<file path="config.mk">
export PLATFORM = sky130hd
export DESIGN_NAME = scc_slot_regs
export DESIGN_NICKNAME = d
export VERILOG_FILES = /design/src/logic/scc_pkg.sv /design/src/logic/scc_slot_regs.sv
export VERILOG_INCLUDE_DIRS = /design/src /design/src/logic
export SDC_FILE = /design/constraint.sdc
export NUM_CORES = 1
export LEC_CHECK = 0
export ABC_AREA = 1
export CORE_MARGIN = 5
export CORE_UTILIZATION = 62
export CTS_CLUSTER_SIZE = 16
export DETAILED_ROUTE_END_ITERATION = 7
export DONT_BUFFER_PORTS = 1
export HOLD_SLACK_MARGIN = 0.02
export PLACE_DENSITY = 0.78
export SYNTH_ARGS = -nofsm -noshare
export SYNTH_HDL_FRONTEND = slang
export SYNTH_SLANG_ARGS = --single-unit
</file>
<file path="constraint.sdc">
create_clock -name CLOCK -period 1.18 [get_ports CLOCK]
set_input_delay 0.059 -clock CLOCK [delete_from_list [all_inputs] [get_ports CLOCK]]
set_output_delay 0.059 -clock CLOCK [all_outputs]
set_load 0.02 [all_outputs]
</file>
<file path="src/logic/scc_regs.svh">
// offsets, field positions, reset values and codes of the slot register bank
`ifndef SCC_REGS_SVH
`define SCC_REGS_SVH
`define SCC_OFF_CAP 8'h54
`define SCC_OFF_CTL 8'h58
`define SCC_CAP_LOCK_MASK 32'hfffa007f
`define SCC_CAP_NO_CC_NOTICE 18
`define SCC_CAP_PLV_LSB 7
`define SCC_CAP_PLV_MSB 14
`define SCC_CAP_PLS_LSB 15
`define SCC_CAP_PLS_MSB 16
`define SCC_CAP_BUTTON 0
`define SCC_CAP_PWRCTL 1
`define SCC_CAP_LATCH 2
`define SCC_CAP_ATTN 3
`define SCC_CAP_HOTPLUG 6
`define SCC_CTL_EN_LSB 0
`define SCC_CTL_EN_MSB 5
`define SCC_CTL_ATTN_LSB 6
`define SCC_CTL_ATTN_MSB 7
`define SCC_STS_LSB 16
`define SCC_STS_MSB 20
`define SCC_STS_CMD_DONE 4
`define SCC_PLV_RESET 8'h00
`define SCC_PLS_RESET 2'h0
`define SCC_ATTN_RESET 2'h3
`define SCC_CAP_LOCK_RESET 32'h00000000
`define SCC_MSG_POWER_LIMIT 2'h1
`define SCC_MSG_ATTN_IND 2'h2
`endif

</file>
<file path="src/logic/scc_pkg.sv">
// types shared by the slot register bank
package scc_pkg;
   typedef enum logic [1:0] {
      ATTN_RESERVED,
      ATTN_ON,
      ATTN_BLINK,
      ATTN_OFF
   } scc_attn_t;
   typedef enum {
      MSG_IDLE,
      MSG_SEND
   } scc_msg_state_t;
endpackage : scc_pkg

</file>
<file path="src/logic/scc_slot_regs.sv">
// slot capability, control and status registers behind a wishbone slave
//
// The Wishbone slave port was decided locally.
`timescale 1ns/10ps
`default_nettype none
`include "scc_regs.svh"

module scc_slot_regs
   import scc_pkg::*;
(
   input wire logic CLOCK,
   input wire logic RST_N,
   input wire logic [7:0] ADR_I,
   input wire logic [31:0] DAT_I,
   input wire logic [3:0] SEL_I,
   input wire logic WE_I,
   input wire logic CYC_I,
   input wire logic STB_I,
   output logic [31:0] DAT_O,
   output logic ACK_O,
   input wire logic SLOT_IMPL,
   input wire logic DL_UP,
   input wire logic LOAD_STB,
   input wire logic [31:0] LOAD_DATA,
   input wire logic [3:0] SLOT_EVENT,
   output logic HOTPLUG_IRQ,
   output logic MSG_VALID,
   input wire logic MSG_READY,
   output logic [1:0] MSG_KIND,
   output logic [9:0] MSG_PAYLOAD
);

   // ----------------------------------------------------------------
   // bus decode
   // ----------------------------------------------------------------
   logic req;
   logic wr_fire;
   logic hit_cap;
   logic hit_ctl;
   logic cap_wr;
   logic ctl_wr;
   logic sts_wr;

   assign req = CYC_I & STB_I;
   assign wr_fire = req & WE_I & ACK_O;
   assign hit_cap = (ADR_I == `SCC_OFF_CAP);
   assign hit_ctl = (ADR_I == `SCC_OFF_CTL);
   assign cap_wr = wr_fire & hit_cap & (|SEL_I) & SLOT_IMPL;
   assign ctl_wr = wr_fire & hit_ctl & (|SEL_I[1:0]);
   assign sts_wr = wr_fire & hit_ctl & SEL_I[2];

   // ----------------------------------------------------------------
   // capability register
   // ----------------------------------------------------------------
   logic [31:0] cap_lock_q;
   logic [7:0] plv_q;
   logic [1:0] pls_q;
   logic [31:0] cap_rd;
   logic [31:0] cap_wdata;

   always_ff @(posedge CLOCK) begin
      if (!RST_N) begin
         cap_lock_q <= `SCC_CAP_LOCK_RESET;
      end else if (LOAD_STB) begin
         cap_lock_q <= LOAD_DATA & `SCC_CAP_LOCK_MASK;
      end
   end

   always_comb begin
      cap_wdata = cap_rd;
      for (int b = 0; b < 4; b++) begin
         if (SEL_I[b]) begin
            cap_wdata[8*b +: 8] = DAT_I[8*b +: 8];
         end
      end
   end

   always_ff @(posedge CLOCK) begin
      if (!RST_N) begin
         plv_q <= `SCC_PLV_RESET;
         pls_q <= `SCC_PLS_RESET;
      end else if (cap_wr) begin
         plv_q <= cap_wdata[`SCC_CAP_PLV_MSB:`SCC_CAP_PLV_LSB];
         pls_q <= cap_wdata[`SCC_CAP_PLS_MSB:`SCC_CAP_PLS_LSB];
      end
   end

   always_comb begin
      cap_rd = cap_lock_q
         & `SCC_CAP_LOCK_MASK;
      cap_rd[`SCC_CAP_PLV_MSB:`SCC_CAP_PLV_LSB] = plv_q;
      cap_rd[`SCC_CAP_PLS_MSB:`SCC_CAP_PLS_LSB] = pls_q;
      cap_rd[`SCC_CAP_NO_CC_NOTICE] = 1'b0;
      if (!SLOT_IMPL) begin
         cap_rd = 32'h00000000;
      end
   end

   // ----------------------------------------------------------------
   // control register
   // ----------------------------------------------------------------
   logic [5:0] en_q;
   logic [5:0] en_cap;
   logic [5:0] en_eff;
   logic [1:0] attn_q;
   logic attn_fit;

   assign attn_fit = cap_rd[`SCC_CAP_ATTN];
   // presence change enable has no capability behind it
   assign en_cap = {cap_rd[`SCC_CAP_HOTPLUG], cap_rd[`SCC_CAP_HOTPLUG],
      1'b1, cap_rd[`SCC_CAP_LATCH], cap_rd[`SCC_CAP_PWRCTL],
      cap_rd[`SCC_CAP_BUTTON]};
   assign en_eff = en_q & en_cap;

   always_ff @(posedge CLOCK) begin
      if (!RST_N) begin
         en_q <= 6'h00;
      end else if (ctl_wr && SEL_I[0]) begin
         en_q <= (DAT_I[`SCC_CTL_EN_MSB:`SCC_CTL_EN_LSB] & en_cap)
            | (en_q & ~en_cap);
      end
   end

   always_ff @(posedge CLOCK) begin
      if (!RST_N) begin
         attn_q <= `SCC_ATTN_RESET;
      end else if (ctl_wr && SEL_I[0] && attn_fit) begin
         attn_q <= DAT_I[`SCC_CTL_ATTN_MSB:`SCC_CTL_ATTN_LSB];
      end
   end

   // ----------------------------------------------------------------
   // status flags
   // ----------------------------------------------------------------
   logic [4:0] sts_q;
   logic [4:0] sts_set;
   logic [4:0] sts_clr;
   logic cc_set;

   assign sts_set = {cc_set, SLOT_EVENT};
   assign sts_clr = sts_wr ? DAT_I[`SCC_STS_MSB:`SCC_STS_LSB] : 5'h00;

   always_ff @(posedge CLOCK) begin
      if (!RST_N) begin
         sts_q <= 5'h00;
      end else begin
         sts_q <= (sts_q & ~sts_clr) | sts_set;
      end
   end

   // ----------------------------------------------------------------
   // hot-plug interrupt
   // ----------------------------------------------------------------
   always_ff @(posedge CLOCK) begin
      if (!RST_N) begin
         HOTPLUG_IRQ <= 1'b0;
      end else begin
         HOTPLUG_IRQ <= en_eff[5]
            & (|(sts_q & en_eff[4:0]));
      end
   end

   // ----------------------------------------------------------------
   // bus answer
   // ----------------------------------------------------------------
   always_ff @(posedge CLOCK) begin
      if (!RST_N) begin
         ACK_O <= 1'b0;
         DAT_O <= 32'h00000000;
      end else begin
         ACK_O <= req & ~ACK_O;
         if (req && !ACK_O) begin
            if (hit_cap) begin
               DAT_O <= cap_rd;
            end else if (hit_ctl) begin
               DAT_O <= {11'h000, sts_q, 8'h00,
                  (attn_fit ? attn_q : 2'h0), en_eff};
            end else begin
               DAT_O <= 32'h00000000;
            end
         end
      end
   end

   // ----------------------------------------------------------------
   // message sender and command tracking
   // ----------------------------------------------------------------
   scc_msg_state_t state_q;
   logic pend_pwr_q;
   logic pend_attn_q;
   logic dl_up_q;
   logic take_pwr;
   logic take_attn;
   logic cmd_busy_q;
   logic attn_in_flight;

   assign take_attn = (state_q == MSG_IDLE) & pend_attn_q;
   assign take_pwr = (state_q == MSG_IDLE) & pend_pwr_q & ~pend_attn_q;
   assign attn_in_flight = (state_q == MSG_SEND)
      & (MSG_KIND == `SCC_MSG_ATTN_IND);

   always_ff @(posedge CLOCK) begin
      if (!RST_N) begin
         dl_up_q <= 1'b0;
      end else begin
         dl_up_q <= DL_UP;
      end
   end

   always_ff @(posedge CLOCK) begin
      if (!RST_N) begin
         pend_pwr_q <= 1'b0;
         pend_attn_q <= 1'b0;
      end else begin
         pend_pwr_q <= (pend_pwr_q & ~take_pwr) | cap_wr
            | (DL_UP & ~dl_up_q & SLOT_IMPL);
         pend_attn_q <= (pend_attn_q & ~take_attn)
            | (ctl_wr & SEL_I[0] & attn_fit);
      end
   end

   always_ff @(posedge CLOCK) begin
      if (!RST_N) begin
         state_q <= MSG_IDLE;
         MSG_VALID <= 1'b0;
         MSG_KIND <= 2'h0;
         MSG_PAYLOAD <= 10'h000;
      end else begin
         case (state_q)
            MSG_IDLE: begin
               if (take_attn) begin
                  MSG_VALID <= 1'b1;
                  MSG_KIND <= `SCC_MSG_ATTN_IND;
                  MSG_PAYLOAD <= {8'h00, attn_q};
                  state_q <= MSG_SEND;
               end else if (take_pwr) begin
                  MSG_VALID <= 1'b1;
                  MSG_KIND <= `SCC_MSG_POWER_LIMIT;
                  MSG_PAYLOAD <= {pls_q, plv_q};
                  state_q <= MSG_SEND;
               end
            end
            MSG_SEND: begin
               if (MSG_READY) begin
                  MSG_VALID <= 1'b0;
                  state_q <= MSG_IDLE;
               end
            end
            default: begin
               MSG_VALID <= 1'b0;
               state_q <= MSG_IDLE;
            end
         endcase
      end
   end

   // a command is done once its indicator message has left
   assign cc_set = cmd_busy_q & ~pend_attn_q & ~attn_in_flight & ~ctl_wr;

   always_ff @(posedge CLOCK) begin
      if (!RST_N) begin
         cmd_busy_q <= 1'b0;
      end else begin
         cmd_busy_q <= ctl_wr | (cmd_busy_q & ~cc_set);
      end
   end

   // ----------------------------------------------------------------
   // checks
   // ----------------------------------------------------------------
   a_slot_gate_zero: assert property (@(posedge CLOCK) disable iff (!RST_N)
      (req && !ACK_O && hit_cap && !SLOT_IMPL) |=> (DAT_O == 32'h0))
      else $error("capability read nonzero without slot");

   a_no_cc_notice: assert property (@(posedge CLOCK) disable iff (!RST_N)
      (req && !ACK_O && hit_cap) |=> !DAT_O[`SCC_CAP_NO_CC_NOTICE])
      else $error("no-completion-notice bit read as one");

   a_plv_write: assert property (@(posedge CLOCK) disable iff (!RST_N)
      cap_wr && SEL_I[1] |=> plv_q[7:1] == $past(DAT_I[14:8]))
      else $error("power limit value not stored");

   a_pwr_msg_sent: assert property (@(posedge CLOCK) disable iff (!RST_N)
      (cap_wr && state_q == MSG_IDLE && !pend_attn_q)
      |=> ##1 (MSG_VALID && MSG_KIND == `SCC_MSG_POWER_LIMIT))
      else $error("power limit message not sent after write");

   a_linkup_msg: assert property (@(posedge CLOCK) disable iff (!RST_N)
      (DL_UP && !dl_up_q && SLOT_IMPL) |=> pend_pwr_q || take_pwr)
      else $error("link up did not queue power limit message");

   a_enable_masked: assert property (@(posedge CLOCK) disable iff (!RST_N)
      (req && !ACK_O && hit_ctl && !cap_rd[`SCC_CAP_BUTTON])
      |=> !DAT_O[0])
      else $error("button enable read without capability");

   a_attn_reset: assert property (@(posedge CLOCK)
      $rose(RST_N) |-> attn_q == ATTN_OFF)
      else $error("attention state not off after reset");

   a_irq_cause: assert property (@(posedge CLOCK) disable iff (!RST_N)
      HOTPLUG_IRQ |-> $past(en_eff[5]) && $past(|(sts_q & en_eff[4:0])))
      else $error("interrupt without enabled cause");

   a_irq_raise: assert property (@(posedge CLOCK) disable iff (!RST_N)
      (en_eff[5] && |(sts_q & en_eff[4:0])) |=> HOTPLUG_IRQ)
      else $error("interrupt missing for enabled event");

   a_cc_after_msg: assert property (@(posedge CLOCK) disable iff (!RST_N)
      cc_set |-> !pend_attn_q && !attn_in_flight)
      else $error("command done before indicator message left");

   a_cmd_done_bound: assert property (@(posedge CLOCK) disable iff (!RST_N)
      (ctl_wr && !attn_fit && !pend_attn_q && !attn_in_flight)
      |=> ##1 sts_q[`SCC_STS_CMD_DONE])
      else $error("command done flag not set");

   a_lock_ignores_bus: assert property (@(posedge CLOCK) disable iff (!RST_N)
      !LOAD_STB |=> cap_lock_q == $past(cap_lock_q))
      else $error("locked capability field changed by bus");

   a_msg_holds: assert property (@(posedge CLOCK) disable iff (!RST_N)
      (MSG_VALID && !MSG_READY)
      |=> (MSG_VALID && $stable(MSG_KIND) && $stable(MSG_PAYLOAD)))
      else $error("message dropped or changed before acceptance");

   a_event_sets: assert property (@(posedge CLOCK) disable iff (!RST_N)
      SLOT_EVENT[0] |=> sts_q[0])
      else $error("button event flag not set");

   a_attn_write: assert property (@(posedge CLOCK) disable iff (!RST_N)
      (ctl_wr && SEL_I[0] && attn_fit) |=> attn_q == $past(DAT_I[7:6]))
      else $error("attention state not stored");

   a_attn_read_zero: assert property (@(posedge CLOCK) disable iff (!RST_N)
      (req && !ACK_O && hit_ctl && !attn_fit) |=> DAT_O[7:6] == 2'h0)
      else $error("attention field read without indicator");

   a_pls_write: assert property (@(posedge CLOCK) disable iff (!RST_N)
      (cap_wr && SEL_I[1] && SEL_I[2]) |=> pls_q == $past(DAT_I[16:15]))
      else $error("power limit scale not stored");

   a_cc_flag_hold: assert property (@(posedge CLOCK) disable iff (!RST_N)
      (sts_q[4] && !sts_clr[4]) |=> sts_q[4])
      else $error("command done flag lost without clear");

endmodule : scc_slot_regs
`default_nettype wire

</file>
==> metrics.yaml <==
num_rows: 29
syn_to_final_growth_pct: 22.58
clkTransAtPathRegs_ns: 0.09
htreeDepth: 3
post_drt_wl_per_cell_microns: 17.09
ys_warn_count: 0
post-route-drc-count: 0
clk_path_buf_depth: 2
clkLatencyLatePin_ns: 0.35
cts_tree: "built"
clockRootBuffer: "clkbuf_8"
tightest_slew_ns: 0.6574
violations: "negative hold slack, negative setup slack"
cp_top_family: "simple AND/OR/NAND/NOR gates"
critPathCaptureType: "flip-flop"
worstHoldPathType: "primary input to flip-flop"
firstDrtPassIters: 5
io_pins: 136
yosys-top-cells-area: "dfxtp_1 47%, nand2_1 12%, nand3_1 9.8%"
drive_gt1_frac: 0.1276
antennaDiodeCount: 0
fp.dieW_microns: 90.83
crit_chain: "nand2_2, nor2_4, buf_6, nand4_1, nand2_1, nand2_1, nor2_1"
vias_per_cell: 5.796
min_period_ns: 1.227
totalWireLength_mm: 12.17
cp.arrival_ns: 1.51
cp-start-kind: "flip-flop"
core-area_sq_um: 6350
synthesis.area_sq_um: 4050
fin_crit_sh: 1.040
grt_max_degree: 77
synth_top_area_frac: 0.4696
cts_inserted_buffers: 9
drt-initial-drc-count: 307
seq_area_frac_synth: 0.4696
p_per_area_nw_per_um2: 1228
peakVddDrop_uv: 1173
final_cell_area_sq_um: 4965
slowest_delay_ns: 0.37
synthDistinctLibCells: 26
finalSetupViolCount: 15
crit_path_frequent_cell: "nand2_1"
syn_nets: 666
floorplan.initialDensity: 0.6378
hold_violations: 67
dpl.hpwl_mm: 7.070
postSynthAreaPerCell_sq_um: 7.019
ys_seq_elements: 95
vias: 4127
seqCellArea_sq_um: 1914
grt_first_pass_wirelength_mm: 19.64
crit_required_ns: 1.47
antenna_found_initial: 0
place_area_sq_um: 4175
setup_tns_ns: -0.3392
cts.sinks: 95
grt_pass1_vias: 4064
cp_slowest_cell: "dfxtp_4"
grt_util_all_layers: 0.2899
crit_buf_inv: 1
total_leakage_power_nw: 2.212
cap_violations: 0
die_h_microns: 90.83
clock.fmax_mhz: 814.9
setup_ws_ns: -0.04713
slew_viol_final: 0
yosys.area.top_type: "dfxtp_1"
holdWs_ns: -0.1977
fillers: 443
syn_inst: 577
place_congestion: 0.8515
rsz0062_at_grt: "true"
slew_headroom: 0.5613
grt-ovfl-total: 0
port_buffers: 0
multi_input_area_sq_um: 1903
crit_type: "flip-flop to flip-flop"
fin_skew_ns: 0.01150
antenna_left: 0
fin_nets: 719
crit_fanout: 9
status: "finished with violations"
die-area_sq_um: 8249
==> metrics by stage <==
| stage | power (mW) | utilization | std cells | worst slack, ns |
|---|---|---|---|---|
| CTS | 6.094 | 0.7834 | 719 | -0.008575 |
| global placement | 3.849 | 0.6575 | 647 | 0.0006805 |
| floorplan | 3.797 | - | 577 | 0.005457 |
| finish | 6.097 | 0.7819 | 712 | -0.04713 |
| global route | 6.341 | 0.7819 | 712 | -0.1143 |
| detailed placement | 3.865 | 0.6575 | 647 | -0.03786 |
==> layout by cell type, fill, tap and decap left out, types with 2 or more instances in the layout <==
master	instances
nand3b_4	4
dfxtp_2	7
nor2_1	90
nand4_1	10
nor2_4	3
nand2_1	120
o21ai_1	23
o21ai_0	26
nand3_1	79
buf_4	28
clkbuf_8	9
inv_1	43
dfxtp_1	87
nor2_2	6
a21oi_1	26
nand2_2	6
buf_6	2
dlygate4sd3_1	43
clkinvlp_4	3
nand2_4	2
o21ai_2	3
clkbuf_1	2
==> per-layer routing <==
layer  part of all wire  vias to the layer above  global-route usage  wire, microns
met5                  0                        -                   0              0
met4              0.027                        0             0.08924            325
met3              0.091                       32             0.09583           1111
met2               0.50                      192              0.4952           6050
met1               0.38                     1939              0.3436           4683
li1                   -                     1964                   -              -
==> flip-flops by register name (all words and copies together), names as in the netlist, 2 cells and up, named ones only <==
register and count:
cap_lock_q 21, sts_q 5, pls_q 2, MSG_KIND 2, plv_q 8, MSG_PAYLOAD 10
attn_q 2, DAT_O 32
==> logic make-up (layout without fill, tap and decap cells) <==
kind of cell / Yosys count / after routing / share of synthesized area
AOI/OAI and AO/OA: 81 / 81 / 0.1013
DFF: 95 / 95 / 0.4696
buffers and inverters: 81 / 136 / 0.08958
and+or+nand+nor: 320 / 323 / 0.3395
==> repair_timing <==
item	4_1_cts	5_1_grt
hold buffers	52	3
endpoints found under the setup margin	13	74
pin swaps	1	4
resized for setup	6	38
gates cloned	3	1
buffers inserted	1	0
endpoints found under the hold margin	83	67
==> path summary, 6_finish.rpt <==
kind         slack [ns]  depth (start not counted)                        start                           to
min reg2reg        0.47                          2  MSG_PAYLOAD[4]$_SDFFE_PN0P_  MSG_PAYLOAD[4]$_SDFFE_PN0P_
min               -0.20                          1                        RST_N       attn_q[1]$_SDFFE_PN1P_
max               -0.05                          7             ACK_O$_SDFF_PN0_                    flip-flop
max reg2reg       -0.05                          7             ACK_O$_SDFF_PN0_                    flip-flop
==> area by class of cell <==
class,instances,area share
Sequential cell,95,0.3856
Multi-Input combinational cell,404,0.3833
Timing Repair Buffer,74,0.1376
Inverter,45,0.03478
Clock buffer,11,0.02646
Tap cell,77,0.01941
Clock inverter,5,0.01184
Timing Repair inverter,1,0.001008
==> synth_stat cells <==
| cell | n |
|---|---|
| a21oi_1 | 27 |
| a31oi_1 | 1 |
| a41oi_1 | 1 |
| buf_1 | 2 |
| buf_2 | 13 |
| buf_4 | 3 |
| buf_6 | 4 |
| clkbuf_1 | 13 |
| clkbuf_2 | 1 |
| clkinv_1 | 1 |
| dfxtp_1 | 95 |
| inv_1 | 43 |
| inv_2 | 1 |
| nand2_1 | 127 |
| nand2_2 | 1 |
| nand3_1 | 79 |
| nand3b_1 | 1 |
| nand3b_4 | 1 |
| nand4_1 | 10 |
| nor2_1 | 94 |
| nor2_2 | 3 |
| nor2_4 | 2 |
| nor3_1 | 1 |
| nor3b_1 | 1 |
| o21ai_0 | 40 |
| o21ai_1 | 12 |
==> power breakdown <==
part           internal, mW  leakage (nW)  switching, mW
Clock                 0.982        0.0895           1.11
Combinational         0.258          1.34          0.324
Sequential             3.32         0.779          0.101
Power figures use the tool's default switching activity.
